$ cat src/cfg_hdr_pkg.sv
/*
  Constants and carrier types for the host-bridge configuration header
  status block. Assumes byte-addressed configuration cycles with per-byte
  enables on a 32-bit dword, as a configuration space access delivers them.
*/
package cfg_hdr_pkg;

  // Byte offsets in configuration space
  localparam logic [7:0] status_offset         = 8'h06;
  localparam logic [7:0] revision_offset       = 8'h08;
  localparam logic [7:0] subclass_offset       = 8'h0a;
  localparam logic [7:0] base_class_offset     = 8'h0b;
  localparam logic [7:0] latency_offset        = 8'h0d;
  localparam logic [7:0] header_offset         = 8'h0e;
  localparam logic [7:0] cap_pointer_offset    = 8'h34;

  // Status field positions
  localparam int parity_error_seen_pos  = 15;
  localparam int system_error_sent_pos  = 14;
  localparam int got_master_abort_pos   = 13;
  localparam int got_target_abort_pos   = 12;

  // Fixed values
  localparam logic [15:0] status_reset      = 16'h0090;
  localparam logic [1:0]  select_decode_fast = 2'h0;
  localparam logic [7:0]  bridge_subclass   = 8'h00;
  localparam logic [7:0]  base_class        = 8'h06;
  localparam logic [7:0]  latency_timer     = 8'h00;
  localparam logic [7:0]  header_layout     = 8'h00;
  // Arbitrary neutral revision value
  localparam logic [7:0]  revision_default  = 8'h01;

  // Configuration access request
  typedef struct packed {
    logic        rd;
    logic        wr;
    logic [5:0]  dword;
    logic [3:0]  byte_en;
    logic [31:0] wdata;
  } cfg_req_t;

  // Hub-link error events, one-cycle pulses
  typedef struct packed {
    logic serr_cond;
    logic master_abort;
    logic target_abort;
  } hub_events_t;

endpackage : cfg_hdr_pkg

$ cat src/host_bridge_config_header_status.sv
/*
  Status, revision, class, latency and header-type bytes of the host-bridge
  configuration header. Assumes the configuration decoder presents one
  dword access per cycle for this function and takes read data the cycle
  after the request. Command-register enable arrives as a level.
*/
module host_bridge_config_header_status #(
  parameter logic [7:0] revision_number = cfg_hdr_pkg::revision_default,
  parameter logic [7:0] cap_pointer     = 8'h00
) (
  // Clock and reset
  input  wire logic                     sys_clk_i,
  input  wire logic                     rst_i,
  // Configuration access
  input  wire cfg_hdr_pkg::cfg_req_t    cfg_req_i,
  output logic [31:0]                   cfg_rdata_o,
  output logic                          cfg_rvalid_o,
  // Command register enable and hub events
  input  wire logic                     system_error_enable_i,
  input  wire cfg_hdr_pkg::hub_events_t hub_events_i,
  // SERR message request to the hub link
  output logic                          serr_message_o
);

  typedef struct packed {
    logic [31:0] rdata;
    logic        rvalid;
    logic        serr_msg;
  } bank_state_t;

  bank_state_t state;
  bank_state_t next_state;

  logic        system_error_sent_flag;
  logic        got_master_abort_flag;
  logic        got_target_abort_flag;
  logic        status_write;
  logic        clear_sse;
  logic        clear_rma;
  logic        clear_rta;
  logic        send_serr;
  logic [15:0] function_status;

  // Only the upper status byte holds writable flags
  assign status_write = cfg_req_i.wr
                        && (cfg_req_i.dword == cfg_hdr_pkg::status_offset[7:2])
                        && cfg_req_i.byte_en[3];
  // A written 0 clears nothing
  assign clear_sse = status_write
    && cfg_req_i.wdata[16 + cfg_hdr_pkg::system_error_sent_pos];
  assign clear_rma = status_write
    && cfg_req_i.wdata[16 + cfg_hdr_pkg::got_master_abort_pos];
  assign clear_rta = status_write
    && cfg_req_i.wdata[16 + cfg_hdr_pkg::got_target_abort_pos];

  // Message leaves only with the enable set
  assign send_serr = hub_events_i.serr_cond && system_error_enable_i;

  w1c_flag sse_flag (
    .sys_clk_i (sys_clk_i),
    .rst_i     (rst_i),
    .set_i     (send_serr),
    .clear_i   (clear_sse),
    .flag_o    (system_error_sent_flag)
  );

  w1c_flag rma_flag (
    .sys_clk_i (sys_clk_i),
    .rst_i     (rst_i),
    .set_i     (hub_events_i.master_abort),
    .clear_i   (clear_rma),
    .flag_o    (got_master_abort_flag)
  );

  w1c_flag rta_flag (
    .sys_clk_i (sys_clk_i),
    .rst_i     (rst_i),
    .set_i     (hub_events_i.target_abort),
    .clear_i   (clear_rta),
    .flag_o    (got_target_abort_flag)
  );

  // Flags clear at reset, giving 0090h
  always_comb begin
    function_status     = '0;
    function_status[15] = 1'b0;
    function_status[14] = system_error_sent_flag;
    function_status[13] = got_master_abort_flag;
    function_status[12] = got_target_abort_flag;
    function_status[11] = 1'b0;
    function_status[10:9] = cfg_hdr_pkg::select_decode_fast;
    function_status[8]  = 1'b0;
    function_status[7]  = 1'b1;
    function_status[4]  = 1'b1;
  end

  always_comb begin
    next_state          = state;
    next_state.rvalid   = cfg_req_i.rd;
    next_state.serr_msg = send_serr;
    if (cfg_req_i.rd) begin
      next_state.rdata = '0;
      // Read-only bytes are constants, so writes simply fall away
      case (cfg_req_i.dword)
        cfg_hdr_pkg::status_offset[7:2]: begin
          next_state.rdata[31:16] = function_status;
        end
        cfg_hdr_pkg::revision_offset[7:2]: begin
          next_state.rdata[7:0]   = revision_number;
          next_state.rdata[23:16] = cfg_hdr_pkg::bridge_subclass;
          next_state.rdata[31:24] = cfg_hdr_pkg::base_class;
        end
        cfg_hdr_pkg::latency_offset[7:2]: begin
          next_state.rdata[15:8]  = cfg_hdr_pkg::latency_timer;
          next_state.rdata[23:16] = cfg_hdr_pkg::header_layout;
        end
        cfg_hdr_pkg::cap_pointer_offset[7:2]: begin
          next_state.rdata[7:0]   = cap_pointer;
        end
        default: begin
          next_state.rdata = '0;
        end
      endcase
    end
  end

  always_ff @(posedge sys_clk_i) begin
    if (rst_i) begin
      state <= '0;
    end else begin
      state <= next_state;
    end
  end

  assign cfg_rdata_o    = state.rdata;
  assign cfg_rvalid_o   = state.rvalid;
  assign serr_message_o = state.serr_msg;

endmodule : host_bridge_config_header_status

$ cat src/w1c_flag.sv
/*
  One write-one-to-clear flag. Assumes set and clear pulses on sys_clk_i.
*/
module w1c_flag (
  // Clock and reset
  input  wire logic sys_clk_i,
  input  wire logic rst_i,
  // Events
  input  wire logic set_i,
  input  wire logic clear_i,
  // State
  output logic      flag_o
);

  typedef struct packed {
    logic flag;
  } flag_state_t;

  flag_state_t state;
  flag_state_t next_state;

  always_comb begin
    next_state = state;
    // Set beats clear so an event in the clear cycle survives
    if (clear_i) begin
      next_state.flag = 1'b0;
    end
    if (set_i) begin
      next_state.flag = 1'b1;
    end
  end

  always_ff @(posedge sys_clk_i) begin
    if (rst_i) begin
      state <= '0;
    end else begin
      state <= next_state;
    end
  end

  assign flag_o = state.flag;

endmodule : w1c_flag
$ cat config.mk
export PLATFORM = sky130hd
export DESIGN_NAME = host_bridge_config_header_status
export DESIGN_NICKNAME = d
export VERILOG_FILES = /design/src/cfg_hdr_pkg.sv /design/src/host_bridge_config_header_status.sv /design/src/w1c_flag.sv
export SDC_FILE = /design/constraint.sdc
export NUM_CORES = 1
export LEC_CHECK = 0
export BUFFER_PORTS_ARGS = -buffer_cell sky130_fd_sc_hd__buf_4
export CAP_MARGIN = 10
export CORE_ASPECT_RATIO = 0.75
export CORE_UTILIZATION = 29
export CTS_BUF_LIST = sky130_fd_sc_hd__clkbuf_8
export CTS_CLUSTER_SIZE = 40
export DETAILED_ROUTE_END_ITERATION = 16
export HOLD_SLACK_MARGIN = 0.12
export PLACE_DENSITY_LB_ADDON = 0.3
export RECOVER_POWER = 50
export SKIP_LAST_GASP = 1
export SLEW_MARGIN = 25
export SYNTH_ARGS = -nofsm -noshare
export SYNTH_HDL_FRONTEND = slang
export SYNTH_SLANG_ARGS = --single-unit
$ cat constraint.sdc
create_clock -name sys_clk_i -period 1 [get_ports sys_clk_i]
set_clock_uncertainty 0.2 [all_clocks]
set_input_delay 0.05 -clock sys_clk_i [delete_from_list [all_inputs] [get_ports sys_clk_i]]
set_output_delay 0.05 -clock sys_clk_i [all_outputs]
set_load 0.03 [all_outputs]
Word level (Yosys, flattened, before mapping)
Cells that the tools add are included.
Storage, ports and cells
  word-level logic and storage cells: 26
  bits of input ports: 50
  bits in registers: 29
  memory bits (writable): 0
  ROM bits: 0
  output and inout port bits: 34
  latch bits: 0
  memories: 0
Cells by class
  bitwise logic cells: 0
  multipliers: 0
  eq/ne operators: 2
  order comparisons: 0
  reductions and logical operators: 9
  add/sub/neg operators: 0
  divide/modulo/power cells: 0
  muxes and demuxes: 9
  shift-type cells: 0
Operators with widths (number)
  7-bit case mux with 2 select lines: 1
  8-bit two-way mux: 1
  1-bit two-way mux: 7
  6-bit by 1-bit == test with 1-bit output (second input constant): 1
  6-bit by 2-bit == test with 1-bit output (second input constant): 1
  1-bit logical AND: 6
  2-bit nonzero test: 3

Logic depth before layout (Yosys ltp)
Gate-level depths: netlist (run 1).
  depth after elaboration: 6
  depth in mapped cells: 4

By module
Synthesis (run 1) repeated with hierarchy kept, for this count alone.
Second synthesis, totals
  cells, all modules: 74
  area, all modules: 666.9 um2
By module, submodules not included
  host_bridge_config_header_status: seq. area each 160.2 um2, area an instance 550.5 um2, times used 1, cells each 62
  w1c_flag: seq. area each 20.0 um2, area an instance 38.8 um2, times used 3, cells each 4

Least setup slack after synthesis (run 1)
Ideal clock, no wire load.
  kind: input to register
  start: input cfg_req_i[39] (netlist name)
  end: register sse_flag.state (netlist: sse_flag.flag_o)
  cell stages on the path: 3
  required time: 0.684 ns
  setup time: 0.116 ns
  setup slack: -0.024 ns
  data arrival time: 0.708 ns
  cell sequence: nor4_4 -> nand3_1 -> a31o_2
On the way
  word-level cells in the longest chain between the ends: 5
Ends and longest elaborated chain
  from (decl): line host_bridge_config_header_status.sv:15  | input wire cfg_hdr_pkg::cfg_req_t cfg_req_i,
  6-bit by 1-bit == test with 1-bit output: line host_bridge_config_header_status.sv:46  | && (cfg_req_i.dword == cfg_hdr_pkg::status_offset[7:2])
  1-bit logical AND: line host_bridge_config_header_status.sv:46
  1-bit logical AND: line host_bridge_config_header_status.sv:47  | && cfg_req_i.byte_en[3];
  1-bit logical AND: line host_bridge_config_header_status.sv:50  | && cfg_req_i.wdata[16 + cfg_hdr_pkg::system_error_sent_pos];
  2-bit nonzero test (no line)
  to (signal assigned): line w1c_flag.sv:37  | state <= next_state;
  to (decl): line w1c_flag.sv:19  | flag_state_t state;
Every way passes these cells.
A chain may end at the register's enable or synchronous reset.

Worst setup path in the final report (run 1)
  start: input cfg_req_i[29] (netlist name)
  end: register rma_flag.state (netlist: rma_flag.flag_o)
On the way
  word-level cells in the longest chain between the ends: 2
Ends and longest elaborated chain
  1-bit logical AND: line host_bridge_config_header_status.sv:52  | && cfg_req_i.wdata[16 + cfg_hdr_pkg::got_master_abort_pos];
  2-bit nonzero test (no line)
  to (signal assigned): line w1c_flag.sv:37
  to (decl): line w1c_flag.sv:19
Every way passes these cells.

==> impl_metrics.yaml, run 1 <==
sta:
  fmax_mhz: 1010
  report.final.slew_viol_count: 0
  period_needed_ps: 987
  hold_viol_final: 11
  setup_viol: 0
  holdWs_ps: -169
  finalSetupTns_ps: 0
  min_period_over_period_pct: 98.7
  rsz0062_at_grt: "true"
yosys:
  synth_area_sq_um: 642
  ys_ff_latch: 11
  synthCells: 72
  synth_top_area_cell: "dfxtp_1"
  synth.top_cells.by_count: "buf_4 (26), dfxtp_1 (11), inv_1 (4), nand2_1 (4)"
  synth.area.top_cells: "dfxtp_1 (34%), buf_4 (30%), nand3b_1 (3.5%)"
  synth_top_area_share_pct: 34.3
  synth.most_common_cell: "buf_4"
  synth-async-reset-ratio_pct: 0
  syn_area_per_cell_sq_um: 8.91
  synth_flop_cell: "dfxtp_1"
  yosysWarnings: 0
  synth_edf_count: 0
  ys_types: 22
  ys_seq_area_share_pct: 34.3
route:
  post-route-drc-count: 0
  viasPerCell: 3.99
  wire_per_inst_um: 9.00
  ant_nets: 0
  drt-initial-drc-count: 3
  wl_um: 1150
  num_vias: 511
  dr.pass1.iters: 4
grt:
  gr-total-overflow: 0
  grt_pass1_wl_um: 1820
  gr-usage-all-layers_pct: 10.5
  antenna_found_initial: 0
  grt_max_degree: 12
  grt_pass1_vias: 408
die:
  start_util_pct: 31.3
  die_h_um: 42.7
  dieArea_sq_mm: 0.00241
  rows: 14
  fp.dieW_um: 56.3
  core_sq_mm: 0.00205
  ioPinCount: 84
cts:
  cts_root_buffer: "clkbuf_8"
  cts_buffers: 3
  clk_pin_slew_ps: 50
  htreeDepth: 1
  cts_tree: "built"
  cts-hold-fix-buffers: 2
  cts_sinks: 11
  clk_latency_ps: 240
  clock_path_buffers: 2
  cts_setup_buffers: 0
setup_path:
  critPathBufInv: 2
  path_cells: "dlygate4sd3_1 > buf_4 > a311oi_1"
  cpPeakStageDelay_ps: 530
  path_max_fanout: 1
  ff2ff_setup_slack_ps: 80
  required_ps: 950
  crit_path_start_kind: "input pin"
  path_class: "in2reg"
  cp-end-kind: "flop"
  arrival_ps: 930
  path_delay_family: "buffers and inverters"
  cpMaxStageDelayCell: "dlygate4sd3_1"
placed_design:
  place.gp.congestion: 0.749
  hpwlAfterDp_um: 924
  port_buffers: 27
layout:
  drive_gt1_share_pct: 38.5
  n_antenna_cell: 0
  nNetsFinal: 155
  areaGrowthSynthToFinish_pct: 37.2
run:
  maxCapViolCount: 0
min_path:
  hp-class: "in2reg"
pwr:
  p_leak_nw: 0.451
  ir_drop_mv: 0.787
  finalPower_w: 0.00114
  powerDensity_mw_per_mm2: 1290
run_status:
  outcome: "finished, violations left"
  violations: "hold timing"
[flip-flops by register name (all words and copies together), names as in the netlist]
signal	flops
cfg_rdata_o	6
cfg_rvalid_o	1
rma_flag.flag_o	1
rta_flag.flag_o	1
serr_message_o	1
sse_flag.flag_o	1
[power breakdown]
part,internal (W),switching (W),total [W]
Clock,0.000269,0.000158,0.000427
Sequential,0.000453,0.00000597,0.000459
Combinational,0.0000799,0.000175,0.000255
[placed cells by master, fill, tap and decap left out, drive strengths merged, types with 2 or more instances in the layout]
cell type	instances
o31ai	3
a311oi	2
nand3b	4
nor2	2
nand2	4
inv	5
dfxtp	11
buf	29
conb	24
nand2b	3
a21oi	2
clkbuf	5
dlygate4sd3	2
[per-stage QoR]
step,hold slack (ps),setup WS (ps),area (sq um),util (%),instances
floorplan,-34.8,1.39,728,-,95
global route,-181,-5.13,881,43.0,128
detailed placement,55.9,-219,787,38.4,122
global placement,55.8,-178,787,38.4,122
CTS,-180,-8.05,852,41.6,128
finish,-169,13.2,881,43.0,128
[final timing paths]
path,start,endpoint,depth (start not counted)
max,cfg_req_i[29],rma_flag.flag_o$_SDFFE_PP0P_,3
min,cfg_req_i[28],rta_flag.flag_o$_SDFFE_PP0P_,2
max reg2reg,rta_flag.flag_o$_SDFFE_PP0P_,rta_flag.flag_o$_SDFFE_PP0P_,2
min reg2reg,rta_flag.flag_o$_SDFFE_PP0P_,cfg_rdata_o[28]$_SDFFE_PP0P_,2
[area by class of cell]
cell class | count | area [sq um]
inverters | 4 | 15.0
well taps | 24 | 30.0
flip-flops and latches | 11 | 224
fillers | 205 | 1170
repair buffers | 33 | 264
multi-input cells | 52 | 303
clock buffers | 3 | 41.3
clock inverters | 1 | 3.75
[metal layers]
metal  share of wire, %  global-route usage [%]
met5                  0                       0
met2                 46                    15.2
met4                1.2                    4.39
met1                 43                    12.2
met3                9.4                    6.71
[kinds of logic (layout without fill, tap and decap cells)]
kind of cell	Yosys count	in the layout	synth area share [%]
AOI/OAI and AO/OA	9	9	10.1
buffers and inverters	32	41	34.1
DFF	11	11	34.3
other	1	24	0.584
and+or+nand+nor	19	19	20.9
[what timing repair did]
item | 4_1_cts | 5_1_grt
gates resized for setup | 0 | 10
endpoints found under the setup margin | 4 | 9
pin swaps | 0 | 4
hold endpoints to repair | 11 | 11
[worst register-to-register path, cell delays in order, from the launching register on]
cell      delay [ps]
dfxtp_1          330
nor2_1            50
a311oi_1         240
Power figures use the tool's default switching activity.
==> run 2, diff against run 1 <==
--- a/config.mk
+++ b/config.mk
@@ -12,6 +12,7 @@
 export CTS_BUF_LIST = sky130_fd_sc_hd__clkbuf_8
 export CTS_CLUSTER_SIZE = 40
 export DETAILED_ROUTE_END_ITERATION = 16
+export GPL_TIMING_DRIVEN = 0
 export HOLD_SLACK_MARGIN = 0.12
 export PLACE_DENSITY_LB_ADDON = 0.3
 export RECOVER_POWER = 50
==> run 2 against run 1 <==
Net effect: the flow still finishes with violations (hold timing); clock-buffer cell count unchanged; final area rose by 19%; fmax is 1.7% higher; combinational power grew 26%; first-iteration DRC count decreased by 67%; sequential power hardly changed; power increased by 7.0%; sequential share of layout area shrank 3.9 points; clock power up 3%; cell count increased by 17%; routed wire length is 20% higher; flip-flop and latch count did not move; critical path type is now reg2out; critical endpoint is now cfg_rdata_o[25]; largest power group unchanged; highest routed layer unchanged.
==> impl_metrics.yaml, run 2 (synthesis gave the netlist of run 1 again) <==
route:
  wire_per_inst_um: 9.22
  drt-initial-drc-count: 1
  viasPerCell: 3.76
  dr.pass1.iters: 4
  num_vias: 564
  post-route-drc-count: 0
  wl_um: 1380
  ant_nets: 0
cts:
  cts-hold-fix-buffers: 2
  cts_root_buffer: "clkbuf_8"
  htreeDepth: 1
  cts_sinks: 11
  clk_latency_ps: 240
  cts_tree: "built"
  clk_pin_slew_ps: 50
  cts_buffers: 3
  clock_path_buffers: 2
grt:
  grt_pass1_wl_um: 2260
  antenna_found_initial: 0
  gr-usage-all-layers_pct: 12.9
  grt_pass1_vias: 535
  grt_max_degree: 11
  gr-total-overflow: 0
setup_path:
  path_cells: "buf_6"
  arrival_ps: 720
  path_delay_family: "flip-flops"
  critPathBufInv: 1
  required_ps: 750
  cpMaxStageDelayCell: "dfxtp_2"
  path_class: "reg2out"
  crit_path_start_kind: "flop"
  cpPeakStageDelay_ps: 350
  cp-end-kind: "output port"
  path_max_fanout: 3
die:
  core_sq_mm: 0.00205
  dieArea_sq_mm: 0.00241
  start_util_pct: 31.3
  die_h_um: 42.7
  ioPinCount: 84
  rows: 14
  fp.dieW_um: 56.3
sta:
  report.final.slew_viol_count: 0
  fin_ws_ps: 29.8
  hold_viol_final: 10
  rsz0062_at_grt: "true"
  holdWs_ps: -193
  fmax_mhz: 1030
  period_needed_ps: 970
  setup_viol: 0
  min_period_over_period_pct: 97.0
layout:
  final_util_pct: 51.2
  drive_gt1_share_pct: 51.6
  areaGrowthSynthToFinish_pct: 63.5
  layout_common_cells: "buf_4 (42), conb_1 (24), buf_6 (7), dfxtp_1 (6)"
  largest_reg_flops: 6
  final_common_cell: "buf_4"
  nNetsFinal: 177
  design_area_sq_mm: 0.00105
  n_antenna_cell: 0
pwr:
  finalPower_w: 0.00122
  powerDensity_mw_per_mm2: 1160
  p_leak_nw: 0.575
  ir_drop_mv: 0.806
run_status:
  outcome: "finished, violations left"
  violations: "hold timing"
placed_design:
  place_area_sq_um: 953
  place_ws_ps: -251
  place.gp.congestion: 0.667
  port_buffers: 26
run:
  maxCapViolCount: 0
min_path:
  hp-class: "in2reg"
==> run 2: cell count changes in the layout (fill, tap and decap cells not counted), moves of 2 or more <==
cell      delta
clkbuf_4     +2
dfxtp_2      +2
dfxtp_1      -2
buf_4       +18
buf_6        +2
==> run 2: path summary, 6_finish.rpt <==
path	depth (start not counted)	to	slack, ps	start
worst max register to register	2	cfg_rdata_o[29]$_SDFFE_PP0P_	110	rma_flag.flag_o$_SDFFE_PP0P_
worst min register to register	2	cfg_rdata_o[30]$_SDFFE_PP0P_	270	sse_flag.flag_o$_SDFFE_PP0P_
worst min-delay path	2	rta_flag.flag_o$_SDFFE_PP0P_	-190	cfg_req_i[28]
worst max-delay path	1	cfg_rdata_o[25]	30	cfg_rdata_o[26]$_SDFFE_PP0P_
==> run 2: layout make-up <==
cell class,instances,area [sq um]
clock buffer,3,41.3
buffer,26,189
sequential,11,226
inverter,4,15.0
tap,24,30.0
clock inverter,1,3.75
fill,207,1000
timing repair buffer,29,249
multi-input combinational,52,295
==> run 2: power by group <==
part	switching [W]	leakage, nW	total, W	internal [W]
Sequential	0.00000586	0.0925	0.000459	0.000453
Combinational	0.000184	0.456	0.000321	0.000137
Clock	0.000170	0.0269	0.000440	0.000270
==> run 2: routing by layer <==
metal  part of all wire [%]  global-route usage (%)  wire length (um)  vias to the layer above
met4                    2.4                    7.32                33                        0
met1                     38                    13.5               519                      236
met2                     52                    22.6               716                       27
met5                      0                       0                 0                        -
met3                    8.2                    4.57               113                        5
li1                       -                       -                 -                      296
==> run 2: metrics by stage <==
stage / hold WS [ps] / setup TNS (ps) / instances
floorplan: -34.8 / 0 / 95
global placement: 53.1 / -1400 / 145
detailed placement: 60.5 / -1700 / 145
CTS: -194 / 0 / 150
global route: -184 / -28.2 / 150
finish: -193 / 0 / 150
==> run 2: timing repair <==
| action | 4_1_cts | 5_1_grt |
|---|---|---|
| endpoints found under the setup margin | 6 | 7 |
| resized for setup | 6 | 9 |
| endpoints found under the hold margin | 11 | 10 |
| setup buffers | 1 | 0 |
| cloned | 0 | 0 |
| pin swaps | 1 | 2 |
==> run 3, diff against run 2 <==
--- a/config.mk
+++ b/config.mk
@@ -5,10 +5,11 @@
 export SDC_FILE = /design/constraint.sdc
 export NUM_CORES = 1
 export LEC_CHECK = 0
+export ABC_AREA = 1
 export BUFFER_PORTS_ARGS = -buffer_cell sky130_fd_sc_hd__buf_4
 export CAP_MARGIN = 10
 export CORE_ASPECT_RATIO = 0.75
-export CORE_UTILIZATION = 29
+export CORE_UTILIZATION = 30
 export CTS_BUF_LIST = sky130_fd_sc_hd__clkbuf_8
 export CTS_CLUSTER_SIZE = 40
 export DETAILED_ROUTE_END_ITERATION = 16
==> constraint.sdc (replaced) <==
create_clock -name sys_clk_i -period 1.2 [get_ports sys_clk_i]
set_clock_uncertainty 0.2 [all_clocks]
set_input_delay 0.24 -clock sys_clk_i [delete_from_list [all_inputs] [get_ports sys_clk_i]]
set_output_delay 0.24 -clock sys_clk_i [all_outputs]
set_load 0.03 [all_outputs]
==> run 3 against run 2 <==
Net effect: the run now ends clean; final area is 1.7% lower; clock-buffer cell count unchanged; first-iteration DRC count rose to 9.0 times the previous value; cell count increased by 8.0%; global-route usage fell by 0.34 points; die area is 7.0% lower; core utilization grew 5.4 points; clock power fell by 19%; sequential power decreased by 17%; combinational power decreased by 17%; synthesized cell count rose by 14%; critical path type unchanged.
==> impl_metrics.yaml, run 3 <==
cts:
  htreeDepth: 1
  cts-hold-fix-buffers: 6
  clock_path_buffers: 2
  cts_buffers: 3
  clk_latency_ps: 240
  cts_tree: "built"
  cts_sinks: 11
  clk_pin_slew_ps: 50
  cts_root_buffer: "clkbuf_8"
setup_path:
  critPathBufInv: 1
  ff2ff_setup_slack_ps: 260
  cpMaxStageDelayCell: "dfxtp_2"
  arrival_ps: 730
  worstReg2RegStart: "cfg_rdata_o[26]$_SDFFE_PP0P_"
  path_max_fanout: 3
  crit_path_start_kind: "flop"
  path_depth: 1
  cp-end-kind: "output port"
  rr_worst_depth: 3
  crit_start: "cfg_rdata_o[23]$_SDFFE_PP0P_"
  path_delay_family: "flip-flops"
  reg2reg_to: "cfg_rdata_o[26]$_SDFFE_PP0P_"
  worstSetupEndpoint: "cfg_rdata_o[20]"
  path_class: "reg2out"
  required_ps: 760
  cpPeakStageDelay_ps: 340
  path_cells: "buf_4"
placed_design:
  hpwlAfterDp_um: 970
  place_ws_ps: -54.7
  place.gp.congestion: 0.716
  port_buffers: 26
die:
  die_h_um: 41.2
  dieArea_sq_mm: 0.00224
  start_util_pct: 33.8
  core_sq_mm: 0.00182
  rows: 13
  fp.dieW_um: 54.3
  ioPinCount: 84
yosys:
  ys_seq_area_share_pct: 35.8
  synth.most_common_cell: "buf_4"
  synth_top_area_share_pct: 35.8
  ys_ff_latch: 11
  synthCells: 82
  synth-async-reset-ratio_pct: 0
  synth_top_area_cell: "dfxtp_1"
  syn_area_per_cell_sq_um: 7.51
  yosysWarnings: 0
  synth.area.top_cells: "dfxtp_1 (36%), buf_4 (32%), nand2_1 (7.3%)"
  synth_flop_cell: "dfxtp_1"
  ys_types: 13
  synth_edf_count: 0
  synth_area_sq_um: 616
  synth.top_cells.by_count: "buf_4 (26), nand2_1 (12), dfxtp_1 (11)"
run_status:
  outcome: "finished, final reports clean"
sta:
  report.final.slew_viol_count: 0
  fmax_mhz: 854
  rsz0062_at_grt: "false"
  min_period_over_period_pct: 97.5
  period_needed_ps: 1170
  fin_ws_ps: 29.5
  finalSetupTns_ps: 0
  hold_viol_final: 0
  setup_viol: 0
route:
  num_vias: 592
  ant_nets: 0
  dr.pass1.iters: 4
  wl_um: 1210
  viasPerCell: 3.65
  post-route-drc-count: 0
  drt-initial-drc-count: 9
  wire_per_inst_um: 7.44
grt:
  grt_pass1_wl_um: 1880
  gr-usage-all-layers_pct: 12.5
  antenna_found_initial: 0
  grt_pass1_vias: 500
  grt_max_degree: 10
  gr-total-overflow: 0
layout:
  n_antenna_cell: 0
  final_common_cell: "buf_4"
  areaGrowthSynthToFinish_pct: 67.7
  regArea_sq_um: 223
  layout_common_cells: "buf_4 (46), conb_1 (24), nand2_1 (12), dfxtp_1 (9), nand3_1 (8)"
  drive_gt1_share_pct: 42.1
  nFillCells: 180
  nNetsFinal: 191
  multi_input_area_sq_um: 253
  largest_reg_flops: 6
min_path:
  holdPathStages: 2
  hp-class: "in2reg"
run:
  maxCapViolCount: 0
pwr:
  powerDensity_mw_per_mm2: 973
  ir_drop_mv: 0.643
  p_leak_nw: 0.583
run 3: per-stage QoR:
step	power, W	instances	utilization [%]	hold WS [ps]	cell area, sq um
after floorplan	0.000584	105	-	174	702
after global placement	0.000635	153	50.8	249	925
after detailed placement	0.000638	153	50.8	257	925
after CTS	0.00101	163	57.1	80.9	1040
after global routing	0.00106	162	56.7	93.9	1030
final	0.00100	162	56.7	82.8	1030
run 3: worst min-delay path by stage:
stage | startpoint | to | slack, ps
2_1_floorplan | hub_events_i[1] | rma_flag.flag_o$_SDFFE_PP0P_ | 170
3_3_place_gp | rma_flag.flag_o$_SDFFE_PP0P_ | rma_flag.flag_o$_SDFFE_PP0P_ | 250
3_5_place_dp | rma_flag.flag_o$_SDFFE_PP0P_ | rma_flag.flag_o$_SDFFE_PP0P_ | 260
4_1_cts | rst_i | cfg_rdata_o[23]$_SDFFE_PP0P_ | 80
5_1_grt | rst_i | cfg_rdata_o[23]$_SDFFE_PP0P_ | 90
6_report | rst_i | cfg_rdata_o[23]$_SDFFE_PP0P_ | 80
run 3: final cells by class:
type                            count  share of cell area (%)
Multi-Input combinational cell     60                    24.5
Tap cell                           22                    2.67
Clock buffer                        3                    4.00
Buffer                             25                    17.9
Timing Repair Buffer               33                    26.2
Clock inverter                      1                   0.364
Inverter                            7                    2.79
Sequential cell                    11                    21.6
run 3: cells by family after synthesis:
group	Yosys count	synth area share, %
DFF	11	35.8
and+or+nand+nor	28	20.3
other	1	0.609
AOI/OAI and AO/OA	8	6.50
buffers and inverters	34	36.8
run 3: timing repair:
action / 4_1_cts / 5_1_grt
setup endpoints to repair: 3 / 2
setup buffers: 1 / 0
hold endpoints to repair: 10 / 7
gates cloned: 0 / 0
resized for setup: 4 / 1
run 3: metal layers:
metal	wire length (um)	track usage (%)
met5	0	0
met3	132	7.04
met1	469	12.1
met2	604	23.2
met4	0	3.85
run 3: power by group:
| part | total [W] | switching [W] | leakage (nW) | internal, W |
|---|---|---|---|---|
| Combinational | 0.000266 | 0.000152 | 0.465 | 0.000114 |
| Sequential | 0.000383 | 0.00000530 | 0.0910 | 0.000378 |
| Clock | 0.000355 | 0.000131 | 0.0269 | 0.000224 |
| Total | 0.00100 | 0.000289 | 0.583 | 0.000715 |
